### src/logic/pic_regs.vh
// pic_regs.vh: register offsets, bit positions, reset values and vectors
// assumes: included by the interrupt controller design files only
`ifndef PIC_REGS_VH
`define PIC_REGS_VH

// ============================================================
// apb byte offsets
`define PIC_OFS_MAIN 12'h000
`define PIC_OFS_EDGE 12'h004
`define PIC_OFS_EXT 12'h008
`define PIC_OFS_PFL1 12'h00c
`define PIC_OFS_RCTL 12'h010
`define PIC_OFS_PEN1 12'h014
`define PIC_OFS_PPR1 12'h018
`define PIC_OFS_STAT 12'h01c

// ============================================================
// main control bits
`define PIC_MAIN_GHE 7
`define PIC_MAIN_PLE 6
`define PIC_MAIN_T0E 5
`define PIC_MAIN_X0E 4
`define PIC_MAIN_PCE 3
`define PIC_MAIN_T0F 2
`define PIC_MAIN_X0F 1
`define PIC_MAIN_PCF 0

// edge / priority control bits
`define PIC_EDGE_X0S 6
`define PIC_EDGE_X3S 3
`define PIC_EDGE_T0P 2
`define PIC_EDGE_X3P 1
`define PIC_EDGE_PCP 0

// external pin control bits
`define PIC_EXT_X2P 7
`define PIC_EXT_X1P 6
`define PIC_EXT_X1E 3
`define PIC_EXT_X1F 0

// peripheral flags one bits
`define PIC_PF_PSP 7
`define PIC_PF_ADC 6
`define PIC_PF_RXF 5
`define PIC_PF_TXE 4
`define PIC_PF_SSP 3
`define PIC_PF_CCP 2

// reset control bit
`define PIC_RCTL_PME 7

// ============================================================
// reset values
`define PIC_RST_MAIN 8'h00
`define PIC_RST_EDGE 8'hff
`define PIC_RST_EXT 8'hc0
`define PIC_RST_PF 8'h00
`define PIC_RST_RCTL 8'h00

// vectors
`define PIC_VEC_HIGH 24'h000008
`define PIC_VEC_LOW 24'h000018

`endif

### src/logic/pic_edge_det.v
// pic_edge_det.v: edge detector for the four external pins and the port change
// assumes: pins are synchronous to clk
`timescale 1ns/1ns
`include "pic_regs.vh"

module pic_edge_det (
    // clock and reset
    input wire clk,
    input wire sys_rst,
    input wire clk_en,
    // external pins
    input wire [3:0] ext_pins,
    input wire [3:0] edge_sel,
    output wire [3:0] ext_event,
    // upper port pins
    input wire [3:0] upper_port_pins,
    input wire port_read,
    output wire port_mismatch
);

// ============================================================
// pin edges
reg [3:0] pin_q;
reg [3:0] latch_q;

genvar i;
generate
    for (i = 0; i < 4; i = i + 1) begin : g_pin
        assign ext_event[i] = edge_sel[i] ? (ext_pins[i] & ~pin_q[i])
                                          : (~ext_pins[i] & pin_q[i]);
    end
endgenerate

// a port read reloads the compared value, ending the mismatch
assign port_mismatch = |(upper_port_pins ^ latch_q);

always @(posedge clk) begin
    if (sys_rst) begin
        pin_q <= 4'h0;
        latch_q <= 4'h0;
    end else if (clk_en) begin
        pin_q <= ext_pins;
        if (port_read) begin
            latch_q <= upper_port_pins;
        end
    end
end

endmodule

### src/logic/pic_vector_sel.v
// pic_vector_sel.v: combines flags, enables and priorities into requests
// assumes: inputs come from registers of the controller or from constants such as is_periph
`timescale 1ns/1ns
`include "pic_regs.vh"

module pic_vector_sel (
    // inputs
    input wire [11:0] flags,
    input wire [11:0] enables,
    input wire [11:0] prio,
    input wire [11:0] is_periph,
    input wire prio_mode,
    input wire glob_high,
    input wire per_low,
    // requests
    output wire req_high,
    output wire req_low
);

wire [11:0] pend;
assign pend = flags & enables;

// compatibility: all to high vector, peripherals also need the peripheral gate
wire compat_req;
assign compat_req = glob_high & (|(pend & ~is_periph) | (per_low & |(pend & is_periph)));

// priority mode: high sources gated by bit 7, low ones by bit 6
wire prio_high;
wire prio_low;
assign prio_high = glob_high & |(pend & prio);
// bit 7 low blocks every level, so low requests need both enables
assign prio_low = glob_high & per_low & |(pend & ~prio);

assign req_high = prio_mode ? prio_high : compat_req;
assign req_low = prio_mode ? prio_low : 1'b0;

endmodule

### src/logic/pic_intc.v
// pic_intc.v: prioritized interrupt controller, apb register slave and
// vector request logic for the core
// assumes: single 100 MHz clock, peripheral events are one-cycle pulses or
// levels synchronous to clk, the core acknowledges vectors with a pulse
`timescale 1ns/1ns
`include "pic_regs.vh"

module pic_intc (
    // clock and reset
    input wire clk,
    input wire sys_rst,
    input wire clk_en,
    // apb slave
    input wire psel,
    input wire penable,
    input wire pwrite,
    input wire [11:0] paddr,
    input wire [31:0] pwdata,
    output reg [31:0] prdata,
    output reg pready,
    output reg pslverr,
    // interrupt sources
    input wire timer0_overflow,
    input wire [3:0] ext_pins,
    input wire [3:0] upper_port_pins,
    input wire port_b_read,
    input wire parallel_port_event,
    input wire converter_done,
    input wire serial_rx_full,
    input wire serial_tx_empty,
    input wire sync_serial_done,
    input wire capcomp1_event,
    input wire [1:0] periph_low_flags,
    // core side
    input wire vector_ack,
    input wire return_from_interrupt,
    output reg vector_req,
    output reg [23:0] vector_addr,
    output reg in_high_service,
    output reg in_low_service
);

// ============================================================
// registers
reg [7:0] main_q;
reg [7:0] edge_q;
reg [7:0] ext_q;
reg [7:0] pf_q;
reg [7:0] rctl_q;
reg [7:0] pen_q;
reg [7:0] ppr_q;

// service states, one-hot
localparam [2:0] ST_IDLE = 3'b001;
localparam [2:0] ST_LOW = 3'b010;
localparam [2:0] ST_HIGH = 3'b100;
reg [2:0] state_q;
// a high routine entered from low returns to low
reg nested_q;

// ============================================================
// apb decode
wire acc;
wire wr;
wire rd;
assign acc = psel & penable & ~pready;
assign wr = acc & pwrite;
assign rd = acc & ~pwrite;

function hit;
    input [11:0] a;
    input [11:0] ofs;
    begin
        hit = (a == ofs);
    end
endfunction

wire wr_main;
wire wr_edge;
wire wr_ext;
wire wr_pf;
assign wr_main = wr & hit(paddr, `PIC_OFS_MAIN);
assign wr_edge = wr & hit(paddr, `PIC_OFS_EDGE);
assign wr_ext = wr & hit(paddr, `PIC_OFS_EXT);
assign wr_pf = wr & hit(paddr, `PIC_OFS_PFL1);
wire mapped;
assign mapped = hit(paddr, `PIC_OFS_MAIN) | hit(paddr, `PIC_OFS_EDGE) |
                hit(paddr, `PIC_OFS_EXT) | hit(paddr, `PIC_OFS_PFL1) |
                hit(paddr, `PIC_OFS_RCTL) | hit(paddr, `PIC_OFS_PEN1) |
                hit(paddr, `PIC_OFS_PPR1) | hit(paddr, `PIC_OFS_STAT);

// ============================================================
// edge detection
wire [3:0] ext_event;
wire port_mismatch;
// edge select bits: pin0 at bit 6 down to pin3 at bit 3
wire [3:0] edge_sel;
assign edge_sel = {edge_q[`PIC_EDGE_X3S], edge_q[`PIC_EDGE_X3S + 1],
                   edge_q[`PIC_EDGE_X3S + 2], edge_q[`PIC_EDGE_X0S]};

pic_edge_det u_edge (
    .clk(clk),
    .sys_rst(sys_rst),
    .clk_en(clk_en),
    .ext_pins(ext_pins),
    .edge_sel(edge_sel),
    .ext_event(ext_event),
    .upper_port_pins(upper_port_pins),
    .port_read(port_b_read),
    .port_mismatch(port_mismatch)
);

// ============================================================
// flag update: set wins over a software clear
reg [7:0] main_d;
reg [7:0] ext_d;
reg [7:0] pf_d;
reg [7:0] set_main;
reg [7:0] set_ext;
reg [7:0] set_pf;

always @* begin
    set_main = 8'h00;
    set_main[`PIC_MAIN_T0F] = timer0_overflow;
    set_main[`PIC_MAIN_X0F] = ext_event[0];
    set_main[`PIC_MAIN_PCF] = port_mismatch;
    set_ext = 8'h00;
    set_ext[`PIC_EXT_X1F + 2:`PIC_EXT_X1F] = ext_event[3:1];
    set_pf = 8'h00;
    set_pf[`PIC_PF_PSP] = parallel_port_event;
    set_pf[`PIC_PF_ADC] = converter_done;
    set_pf[`PIC_PF_SSP] = sync_serial_done;
    set_pf[`PIC_PF_CCP] = capcomp1_event;
    set_pf[1:0] = periph_low_flags;

    main_d = wr_main ? pwdata[7:0] : main_q;
    ext_d = wr_ext ? pwdata[7:0] : ext_q;
    pf_d = wr_pf ? pwdata[7:0] : pf_q;
    main_d = main_d | set_main;
    ext_d = ext_d | set_ext;
    pf_d = pf_d | set_pf;
    // read-only flags track the buffers
    pf_d[`PIC_PF_RXF] = serial_rx_full;
    pf_d[`PIC_PF_TXE] = serial_tx_empty;

    // taking a vector drops the applicable global enable
    if (vector_req & vector_ack) begin
        if (vector_addr == `PIC_VEC_LOW) begin
            main_d[`PIC_MAIN_PLE] = 1'b0;
        end else begin
            main_d[`PIC_MAIN_GHE] = 1'b0;
        end
    end else if (return_from_interrupt) begin
        if (state_q == ST_LOW) begin
            main_d[`PIC_MAIN_PLE] = 1'b1;
        end else begin
            main_d[`PIC_MAIN_GHE] = 1'b1;
        end
    end
end

// ============================================================
// request combine
wire prio_mode;
assign prio_mode = rctl_q[`PIC_RCTL_PME];
wire [11:0] flags;
wire [11:0] enables;
wire [11:0] prio;
// bit order: t0, x0, pc, x3, x2, x1, psp, adc, rx, tx, ssp, ccp; the low two pf bits are left out
assign flags = {main_q[`PIC_MAIN_T0F], main_q[`PIC_MAIN_X0F], main_q[`PIC_MAIN_PCF],
                ext_q[2:0], pf_q[7:2]};
assign enables = {main_q[`PIC_MAIN_T0E], main_q[`PIC_MAIN_X0E], main_q[`PIC_MAIN_PCE],
                  ext_q[5:3], pen_q[7:2]};
// pin 0 is always high priority
assign prio = {edge_q[`PIC_EDGE_T0P], 1'b1, edge_q[`PIC_EDGE_PCP],
               edge_q[`PIC_EDGE_X3P], ext_q[`PIC_EXT_X2P], ext_q[`PIC_EXT_X1P],
               ppr_q[7:2]};
wire req_high;
wire req_low;

pic_vector_sel u_sel (
    .flags(flags),
    .enables(enables),
    .prio(prio),
    .is_periph(12'h03f),
    .prio_mode(prio_mode),
    .glob_high(main_q[`PIC_MAIN_GHE]),
    .per_low(main_q[`PIC_MAIN_PLE]),
    .req_high(req_high),
    .req_low(req_low)
);

// ============================================================
// register and service state
always @(posedge clk) begin
    if (sys_rst) begin
        main_q <= `PIC_RST_MAIN;
        edge_q <= `PIC_RST_EDGE;
        ext_q <= `PIC_RST_EXT;
        pf_q <= `PIC_RST_PF;
        rctl_q <= `PIC_RST_RCTL;
        pen_q <= 8'h00;
        ppr_q <= 8'hff;
        state_q <= ST_IDLE;
        nested_q <= 1'b0;
        vector_req <= 1'b0;
        vector_addr <= `PIC_VEC_HIGH;
        in_high_service <= 1'b0;
        in_low_service <= 1'b0;
        prdata <= 32'h00000000;
        pready <= 1'b0;
        pslverr <= 1'b0;
    end else if (clk_en) begin
        main_q <= main_d;
        ext_q <= ext_d;
        pf_q <= pf_d;
        if (wr_edge) begin
            edge_q <= pwdata[7:0];
        end
        if (wr & hit(paddr, `PIC_OFS_RCTL)) begin
            rctl_q <= pwdata[7:0];
        end
        if (wr & hit(paddr, `PIC_OFS_PEN1)) begin
            pen_q <= pwdata[7:0];
        end
        if (wr & hit(paddr, `PIC_OFS_PPR1)) begin
            ppr_q <= pwdata[7:0];
        end

        // apb answers one cycle into the access phase
        pready <= acc;
        pslverr <= acc & ~mapped;
        if (rd) begin
            case (paddr)
                `PIC_OFS_MAIN: prdata <= {24'h000000, main_q};
                `PIC_OFS_EDGE: prdata <= {24'h000000, edge_q};
                `PIC_OFS_EXT: prdata <= {24'h000000, ext_q};
                `PIC_OFS_PFL1: prdata <= {24'h000000, pf_q};
                `PIC_OFS_RCTL: prdata <= {24'h000000, rctl_q};
                `PIC_OFS_PEN1: prdata <= {24'h000000, pen_q};
                `PIC_OFS_PPR1: prdata <= {24'h000000, ppr_q};
                `PIC_OFS_STAT: prdata <= {29'h00000000, port_mismatch,
                                          in_high_service, in_low_service};
                default: prdata <= 32'h00000000;
            endcase
        end

        // vector request; high may preempt low service
        if (vector_req & vector_ack) begin
            vector_req <= 1'b0;
            if (vector_addr == `PIC_VEC_LOW) begin
                state_q <= ST_LOW;
            end else begin
                nested_q <= (state_q == ST_LOW);
                state_q <= ST_HIGH;
            end
        end else if (return_from_interrupt) begin
            vector_req <= 1'b0;
            case (state_q)
                ST_HIGH: begin
                    state_q <= nested_q ? ST_LOW : ST_IDLE;
                    nested_q <= 1'b0;
                end
                ST_LOW: state_q <= ST_IDLE;
                default: state_q <= ST_IDLE;
            endcase
        end else begin
            case (state_q)
                ST_IDLE: begin
                    vector_req <= req_high | req_low;
                    vector_addr <= req_high ? `PIC_VEC_HIGH : `PIC_VEC_LOW;
                end
                ST_LOW: begin
                    vector_req <= prio_mode & req_high;
                    vector_addr <= `PIC_VEC_HIGH;
                end
                ST_HIGH: vector_req <= 1'b0;
                default: state_q <= ST_IDLE;
            endcase
        end
        in_high_service <= (state_q == ST_HIGH);
        in_low_service <= (state_q == ST_LOW);
    end
end

endmodule

### config.mk
export PLATFORM = sky130hd
export DESIGN_NAME = pic_intc
export DESIGN_NICKNAME = d
export VERILOG_FILES = /design/src/logic/pic_edge_det.v /design/src/logic/pic_vector_sel.v /design/src/logic/pic_intc.v
export VERILOG_INCLUDE_DIRS = /design/src /design/src/logic
export SDC_FILE = /design/constraint.sdc
export NUM_CORES = 1
export LEC_CHECK = 0
export BUFFER_PORTS_ARGS = -buffer_cell sky130_fd_sc_hd__buf_4
export CAP_MARGIN = 20
export CORE_MARGIN = 3
export CORE_UTILIZATION = 45
export CTS_CLUSTER_SIZE = 10
export DETAILED_ROUTE_END_ITERATION = 7
export PLACE_DENSITY = 0.76
export SYNTH_ARGS = -nofsm -noshare
export SYNTH_HDL_FRONTEND = slang
export SYNTH_HIERARCHICAL = 1
export SYNTH_SLANG_ARGS = --single-unit
### constraint.sdc
create_clock -name clk -period 2.1 [get_ports clk]
set_input_delay 0.105 -clock clk [delete_from_list [all_inputs] [get_ports clk]]
set_output_delay 0.105 -clock clk [all_outputs]
set_load 0.05 [all_outputs]
# Word-level counts from Yosys, hierarchy flattened

Index checks and enable logic that the tools add are counted.

Add/subtract/negate cells: 0
Multiply operators: 0
Div/mod/pow operators: 0
Magnitude comparators: 0
Equal/unequal tests: 13
Shift operators: 0
Multiplexer cells: 31
Bitwise operators: 57
Reductions and logical operators: 21

Operator list:

| operator                                                               | number |
|---|---|
| 8-bit case mux with 8 select lines                                     | 1 |
| 12-bit by 5-bit equality test with 1-bit output, second input constant | 4 |
| 24-bit case mux with 2 select lines                                    | 1 |
| 12-bit AND                                                             | 3 |
| 1-bit AND                                                              | 27 |
| 12-bit by 4-bit equality test with 1-bit output, second input constant | 2 |
| 24-bit by 5-bit equality test with 1-bit output, second input constant | 1 |
| 8-bit two-way mux                                                      | 3 |
| 12-bit OR reduction                                                    | 2 |
| 1-bit two-way mux                                                      | 16 |
| 8-bit by 3-bit bitwise OR with 8-bit output                            | 2 |
| 2-bit AND reduction                                                    | 8 |
| 1-bit inverter                                                         | 13 |
| 12-bit by 3-bit equality test with 1-bit output, second input constant | 1 |
| 12-bit zero test                                                       | 1 |
| 3-bit two-way mux                                                      | 4 |
| 12-bit inverter                                                        | 1 |
| 6-bit OR reduction                                                     | 2 |
| 1-bit bitwise OR                                                       | 9 |
| 2-bit two-way mux                                                      | 4 |
| 8-bit bitwise OR                                                       | 1 |
| 4-bit AND reduction                                                    | 2 |
| 2-bit nonzero test                                                     | 3 |
| 5-bit two-way mux                                                      | 1 |
| 10 further kinds                                                       | 10 |

Flip-flop bits (word level): 129
Bits in latches: 0
RAM bits: 0
Bits in read-only memories: 0
Input port bits: 70
Output and inout bits: 61
Memories: 0

# Logic depth before layout (Yosys ltp)

Gate-level depths: netlist (run 1).

Depth in word-level cells: 10
Mapped depth: 8

# Cells and area by module

The synthesis (run 1) kept the hierarchy.

Modules (own cells, without submodules):

| module         | instances | cells an instance | area each (µm²) | seq. area each (µm²) |
|---|---|---|---|---|
| pic_intc       | 1         | 456               | 4115.2          | 1481.4 |
| pic_edge_det   | 1         | 48                | 435.4           | 160.2 |
| pic_vector_sel | 1         | 64                | 336.6           | 0.0 |

# Worst setup path before layout (run 1)

OpenSTA, ideal clock, no wires.

Path kind: register to register
From: reg pready
To: reg edge_q[0]
Data arrival time: 1.740 ns
Setup slack: 0.240 ns
Stages on the path, launching flop included: 6
Clock period less this slack: 1.860 ns
Cell sequence: dfxtp_1 > and4b_1 > and4_1 > buf_4 > and3_1 > a211o_1

Cells in the longest elaborated chain, start to end: 5

Ends and longest elaborated chain:

| what                          | line           | text |
|---|---|---|
| from (decl)                   | pic_intc.v:20  | `output reg pready,` |
| from (signal assigned)        | pic_intc.v:211 | `pready <= 1'b0;` |
| from (signal assigned)        | pic_intc.v:231 | `pready <= acc;` |
| 1-bit inverter                | pic_intc.v:66  | `assign acc = psel & penable & ~pready;` |
| 1-bit AND                     | pic_intc.v:66  |  |
| 1-bit AND                     | pic_intc.v:67  | `assign wr = acc & pwrite;` |
| 1-bit AND                     | pic_intc.v:83  | `` assign wr_edge = wr & hit(paddr, `PIC_OFS_EDGE); `` |
| 2-bit AND reduction (no line) | --             |  |
| to (signal assigned)          | pic_intc.v:198 | `` edge_q <= `PIC_RST_EDGE; `` |
| to (signal assigned)          | pic_intc.v:218 | `edge_q <= pwdata[7:0];` |
| to (decl)                     | pic_intc.v:46  | `reg [7:0] edge_q;` |

No other way between the ends.
A chain may end at the register's enable or synchronous reset.

# Worst setup path in the final report (run 1)

From: reg main_q[1]
To: reg vector_req

Cells in the longest elaborated chain, start to end: 9
Elaborated cells between the ends (all ways): 17
Classes of those cells: mux: 5; bitwise: 9; reduce/logical: 3

Ends and longest elaborated chain:

| what                                                           | line                                     | text |
|---|---|---|
| from (decl)                                                    | pic_intc.v:45                            | `reg [7:0] main_q;` |
| from (signal assigned)                                         | pic_intc.v:197                           | `` main_q <= `PIC_RST_MAIN; `` |
| from (signal assigned)                                         | pic_intc.v:214                           | `main_q <= main_d;` |
| 12-bit AND (*)                                                 | pic_vector_sel.v:21                      | `assign pend = flags & enables;` |
| 12-bit AND / 6-bit OR reduction (equally long branches)        | pic_vector_sel.v:30, pic_vector_sel.v:25 |  |
| 12-bit OR reduction / 1-bit bitwise OR (equally long branches) | pic_vector_sel.v:30, pic_vector_sel.v:25 |  |
| 1-bit AND (on tied branches)                                   | pic_vector_sel.v:30, pic_vector_sel.v:25 |  |
| 1-bit two-way mux (*)                                          | pic_vector_sel.v:34                      | `assign req_high = prio_mode ? prio_high : compat_req;` |
| net req_high                                                   | pic_intc.v:178                           | `wire req_high;` |
| 1-bit AND / 1-bit bitwise OR (equally long branches)           | pic_intc.v:274, pic_intc.v:270           |  |
| 1-bit case mux with 3 select lines (*)                         | pic_intc.v:268                           | `case (state_q)` |
| 1-bit two-way mux (*)                                          | pic_intc.v:257                           | `end else if (return_from_interrupt) begin` |
| 1-bit two-way mux (*)                                          | pic_intc.v:249                           | `if (vector_req & vector_ack) begin` |
| to (signal assigned)                                           | pic_intc.v:270                           | `vector_req <= req_high \| req_low;` |
| to (signal assigned)                                           | pic_intc.v:274                           | `vector_req <= prio_mode & req_high;` |
| to (decl)                                                      | pic_intc.v:37                            | `output reg vector_req,` |

Mark *: on every way through the listed nets, which the timed path passes. The rest lies on a longest branch.

==> reports/metrics.cfg, run 1 <==
[floorplanning]
core_area_sq_um=10460
ios=131
die_h_um=110.2
die_area_sq_um=12150
start_util=0.4671
num_rows=37
die_x_um=110.2

[grt]
antenna_found_initial=0
grt-ovfl-total=0
grt_max_degree=39
grt_pass1_wl_um=24760
grt_pass1_vias=4539
grt_usage=0.2669

[finish]
fin_area_sq_um=5754
postLayoutCoreUtil=0.5500
final_common_cell=buf_4
syn_to_final_growth_pct=17.74
antenna_cells=0
drive_gt1_frac=0.1874
mostFrequentLayoutCells=88 x buf_4, 82 x dfxtp_1, 73 x conb_1, 45 x nand2_1, 40 x nand3_1
final_nets=732

[sta]
tightest_slew_ps=577.9
drv_slew=0
skew_ps=16.53
post-route-min-period_ps=1896
hold_viol=0
setup_viol=0
fmax_mhz=527.3
period_share=0.9031
rsz0062_at_grt=false
max_slew_margin=0.6139
hold_slack_ps=5.990
setup-tns-final_ps=0

[critical_path]
arrival_ps=2210
required_ps=2410
timing_worst_setup_path_type=reg2reg
end_kind=register
cp_max_fo=5
critPathLaunchType=register
r2r_slack_ps=200

[route]
first_iter_violations=605
drc_errors=0
drt-pass1-iter-count=5
via_per_inst=6.230
routed-via-count=5003
ant_nets=0
routed_wl_um=15900
wire_per_inst_um=19.80

[hold_path]
worst_hold_path_type=in2reg

[yosys]
ys_seq_area_frac=0.3359
ys_seq_elements=82
synthArstFlopShare=0
postSynthCellCount=568
ys_types=65
yosysTopAreaCell=dfxtp_1
yosysWarningCount=6
synth_top_area_frac=0.3359
postSynthAreaPerCell_sq_um=8.604
synth_edf_count=0
synthFlopType=dfxtp_1
synth_area_leaders=dfxtp_1 34%, buf_4 7.7%, mux2i_1 5.9%, nand3_1 4.1%, nand2_1 3.5%
syn-cell-area_sq_um=4887

[clocking]
cts.sinks=82
htree_num_levels=3
tritoncts=done
clkTransAtPathRegs_ps=90
cts-root-buf=clkbuf_8
cts-resized-gates=0
clock_path_buffers=2
numCtsBuffers=9
clock_latency_ps=370

[run]
cap_violations=0

[power]
irDropWorstVdd_uv=368.4
p_per_area_nw_per_um2=641.1
p_leak_nw=2.277

[outcome]
status=completed

[placed_design]
routabilityCongestion=1.050
place_hpwl_um=11660
port_buffers=59
dpl_cell_area_sq_um=5456

-- registers in the layout, summed over array words and instances (netlist names), 3 cells and up --
register / flops
state_q: 3
pf_q: 8
ppr_q: 8
pen_q: 8
u_edge/pin_q: 4
u_edge/latch_q: 4
edge_q: 8
ext_q: 8
main_q: 8
rctl_q: 8
prdata: 8
-- power by group --
part	total (W)	leakage (nW)	switching (W)	internal (W)
combinational	0.000611	1.49	0.000430	0.000181
sequential	0.00163	0.666	0.0000458	0.00159
clock	0.00145	0.121	0.000642	0.000803
total	0.00369	2.28	0.00112	0.00257
-- timing repair --
action / CTS / global route
endpoints found under the setup margin: 0 / 0
buffers inserted: 0 / 0
hold endpoints to repair: 5 / 0
hold buffers: 5 / 0
-- metal layers --
| metal | share of wire | vias to the layer above | track usage | wire length [um] |
|---|---|---|---|---|
| met2 | 0.46 | 316 | 0.4203 | 7340 |
| met5 | 0 | - | 0 | 0 |
| met3 | 0.085 | 66 | 0.04834 | 1352 |
| met1 | 0.41 | 2373 | 0.3541 | 6447 |
| met4 | 0.047 | 0 | 0.1266 | 755 |
| li1 | - | 2248 | - | - |
-- final timing paths --
check	start	endpoint	depth (start not counted)
setup / recovery	main_q[1]$_SDFFE_PP0P_	vector_req$_SDFFE_PP0P_	8
hold / removal	ext_pins[2]	u_edge/pin_q[2]$_SDFFE_PP0P_	3
setup reg to reg	main_q[1]$_SDFFE_PP0P_	vector_req$_SDFFE_PP0P_	8
hold reg to reg	prdata[1]$_SDFFE_PP0P_	prdata[1]$_SDFFE_PP0P_	2
-- worst max-delay path, cell delays in order, from the launching register on --
cell and delay, ps:
dfxtp_1 470, and3_1 200, a31oi_1 40, nand4_1 110
o31ai_1 70, a31oi_1 270, o21ai_0 130, a2111oi_0 400
a31o_2 160
-- cells by family (layout without fill, tap and decap cells) --
kind of cell / Yosys count / count (layout) / synth area share
compound gates: 159 / 159 / 0.2317
mux: 37 / 37 / 0.09165
simple gates: 197 / 197 / 0.2174
xor+xnor: 6 / 6 / 0.01075
other cells: 2 / 73 / 0.001537
flops: 82 / 82 / 0.3359
buf+inv: 85 / 113 / 0.1111
-- synthesized netlist by cell type (all sizes together) (3+ instances only) --
library cell	instances
mux4	6
a211o	16
nor3	13
a221o	4
dfxtp	82
mux2i	29
a22oi	4
nand2	47
nand2b	8
a211oi	3
buf	63
o21ai	21
xnor2	4
nand3	40
a31oi	3
o31ai	12
inv	3
a221oi	15
clkbuf	18
nand4	18
nor2b	3
and3	20
a21bo	4
o22ai	17
a2111oi	9
a21oi	32
nor3b	3
and2	3
nor2	25
a31o	3
nor4	5
and4	4
-- metrics by stage --
step | instances | total power, W | worst slack (ps)
floorplan | 639 | 0.002141 | 240.4
global placement | 782 | 0.002250 | 235.7
detailed placement | 782 | 0.002258 | 238.1
CTS | 803 | 0.003683 | 218.0
global route | 803 | 0.003801 | 76.11
finish | 803 | 0.003689 | 203.6
-- area by class of cell --
cell class,count,area (sq um)
inverters,4,15.01
multi-input cells,472,2969
flip-flops and latches,82,1642
fillers,941,4708
clock buffers,9,123.9
repair buffers,93,710.7
well taps,136,170.2
clock inverters,7,123.9
Note: power is estimated with default switching activity, not from simulation.
==> inputs of run 2 (changes only) <==
--- a/config.mk
+++ b/config.mk
@@ -13,6 +13,7 @@
 export CTS_CLUSTER_SIZE = 10
 export DETAILED_ROUTE_END_ITERATION = 7
 export PLACE_DENSITY = 0.76
+export SLEW_MARGIN = 20
 export SYNTH_ARGS = -nofsm -noshare
 export SYNTH_HDL_FRONTEND = slang
 export SYNTH_HIERARCHICAL = 1
==> constraint.sdc (replaced) <==
create_clock -name clk -period 1.75 [get_ports clk]
set_input_delay 0.0875 -clock clk [delete_from_list [all_inputs] [get_ports clk]]
set_output_delay 0.0875 -clock clk [all_outputs]
set_load 0.05 [all_outputs]
==> reports/metrics.cfg, run 2 (same netlist as run 1, synthesis figures left out) <==
[sta]
period_share=1.032  ; +0.1285
drv_slew=0  ; unchanged
worst_slack_ps=-55.17  ; -258.7 ps
hold_viol=0  ; unchanged
post-route-min-period_ps=1805  ; -91.26 ps
skew_ps=7.879  ; -8.654 ps
hold_slack_ps=7.943  ; +1.953 ps
fmax_mhz=554.0  ; +5.1%
setup_viol=1  ; +1
setup-tns-final_ps=-55.17  ; -55.17 ps
rsz0062_at_grt=true

[outcome]
status=complete, but fails checks
violations=setup timing

[floorplanning]
start_util=0.4671  ; unchanged
die_x_um=110.2  ; unchanged
ios=131  ; unchanged
die_area_sq_um=12150  ; unchanged
die_h_um=110.2  ; unchanged
num_rows=37  ; unchanged
core_area_sq_um=10460  ; unchanged

[clocking]
cts.sinks=82  ; unchanged
numCtsBuffers=9  ; unchanged
clock_path_buffers=2  ; unchanged
htree_num_levels=3  ; unchanged
clkTransAtPathRegs_ps=90  ; about the same
tritoncts=done
clock_latency_ps=370  ; about the same
cts-root-buf=clkbuf_8

[critical_path]
r2r_slack_ps=-60  ; -260 ps
crit_family=compound AO/OA/AOI/OAI gates
crit_buf_inv=1  ; +1
path_cells=nand2_2 > buf_4 > o22ai_1 > nor4_2 > a21oi_1 > nand2_1 > a2111oi_4 > a31o_2
reg2reg_to=vector_req$_SDFFE_PP0P_
crit_cells=8  ; unchanged
r2r_start=main_q[3]$_SDFFE_PP0P_
critPathMaxStageDelay_ps=370  ; -100 ps
end_kind=register
timing_worst_setup_path_type=reg2reg
endpoint=vector_req$_SDFFE_PP0P_
arrival_ps=2120  ; -90 ps
cp_max_fo=4  ; -1
slowest_stage=dfxtp_2
required_ps=2070  ; -340 ps
reg2reg_depth=8  ; unchanged
startpoint=main_q[3]$_SDFFE_PP0P_
critPathLaunchType=register

[route]
ant_nets=0  ; unchanged
wire_per_inst_um=20.61  ; +4.1%
routed_wl_um=17470  ; +9.9%
via_per_inst=6.139  ; -1.5%
routed-via-count=5206  ; +4.1%
drt-pass1-iter-count=6  ; +1
drc_errors=0  ; unchanged
first_iter_violations=674  ; +11%

[grt]
grtUsageMet3=0.05882  ; +0.01048
grt_usage=0.2870  ; +0.02012
grt_max_degree=37  ; -5.1%
grt_pass1_vias=4662  ; +2.7%
met1_usage=0.3641  ; +0.009983
grt_util_met2=0.4627  ; +0.04246
antenna_found_initial=0  ; unchanged
top_usage_layer=met2
grt_pass1_wl_um=25950  ; +4.8%
grt-ovfl-total=0  ; unchanged

[placed_design]
place_hpwl_um=12770  ; +9.5%
routabilityCongestion=1.058  ; +0.78%
dp.cells=822  ; +5.1%
port_buffers=59  ; unchanged

[power]
p_leak_nw=2.525  ; +11%
irDropWorstVdd_uv=491.5  ; +33%
p_per_area_nw_per_um2=675.6  ; +5.4%

[finish]
drive_gt1_frac=0.2753  ; +0.08787
final_nets=777  ; +6.1%
fillers=924  ; -1.8%
final_cells=848  ; +5.6%
mostFrequentLayoutCells=129 x buf_4, 73 x conb_1, 68 x dfxtp_1, 43 x nand2_1, 40 x nand3_1
final_common_cell=buf_4
postLayoutCoreUtil=0.5936  ; +0.04365
syn_to_final_growth_pct=27.09
antenna_cells=0  ; unchanged

[run]
cap_violations=0  ; unchanged

[hold_path]
worst_hold_path_type=in2reg
whs_path_depth=3  ; unchanged

run 2: how the worst min path moves through the flow:
| stage | to | start |
|---|---|---|
| 3_5_place_dp | pf_q[5]$_SDFFE_PP0P_ | serial_rx_full |
| 2_1_floorplan | rctl_q[7]$_SDFFE_PP0P_ | pwdata[7] |
| 6_report | u_edge/latch_q[3]$_SDFFE_PP0P_ | upper_port_pins[3] |
| 3_3_place_gp | pf_q[5]$_SDFFE_PP0P_ | serial_rx_full |
| 4_1_cts | u_edge/latch_q[3]$_SDFFE_PP0P_ | upper_port_pins[3] |
| 5_1_grt | u_edge/latch_q[3]$_SDFFE_PP0P_ | upper_port_pins[3] |
run 2: metal layers:
layer / part of all wire / wire length, um
met1: 0.38 / 6649
met2: 0.46 / 8125
met3: 0.11 / 1904
met4: 0.045 / 795
met5: 0 / 0
run 2: final cells by class:
type                    instances  area [sq um]  share of cell area
clock inverters                 2         35.03            0.005641
flip-flops and latches         82          1659              0.2671
repair buffers                138          1079              0.1736
well taps                     136         170.2             0.02740
clock buffers                  14         162.7             0.02619
inverters                       4         15.01            0.002417
multi-input cells             472          3090              0.4976
run 2: power breakdown:
| group | internal (W) | switching, W | total, W | leakage (nW) |
|---|---|---|---|---|
| logic | 0.000255 | 0.000558 | 0.000813 | 1.75 |
| registers | 0.00191 | 0.0000448 | 0.00195 | 0.671 |
| clock network | 0.000738 | 0.000694 | 0.00143 | 0.101 |
| total | 0.00290 | 0.00130 | 0.00420 | 2.53 |
run 2: worst register-to-register path, stage by stage, from the launching register on:
cell       delay (ps)
dfxtp_2           370
nand2_2            90
buf_4             140
o22ai_1           170
nor4_2             90
a21oi_1           230
nand2_1           140
a2111oi_4         370
a31o_2            150
run 2: through the flow:
step	setup slack (ps)	cell area, sq um	power, W
2_1_floorplan	55.97	5155	0.002570
3_3_place_gp	-159.9	5783	0.002738
3_5_place_dp	-185.9	5783	0.002749
4_1_cts	-72.06	6070	0.004156
5_1_grt	-100.0	6211	0.004329
6_report	-55.17	6211	0.004196
run 2: timing repair:
| item | in CTS | in global routing |
|---|---|---|
| gates resized for setup | 5 | 34 |
| pin swaps | 0 | 10 |
| setup endpoints to repair | 8 | 36 |
| hold endpoints to repair | 7 | 0 |
| setup buffers | 0 | 3 |
| hold buffers | 7 | 0 |
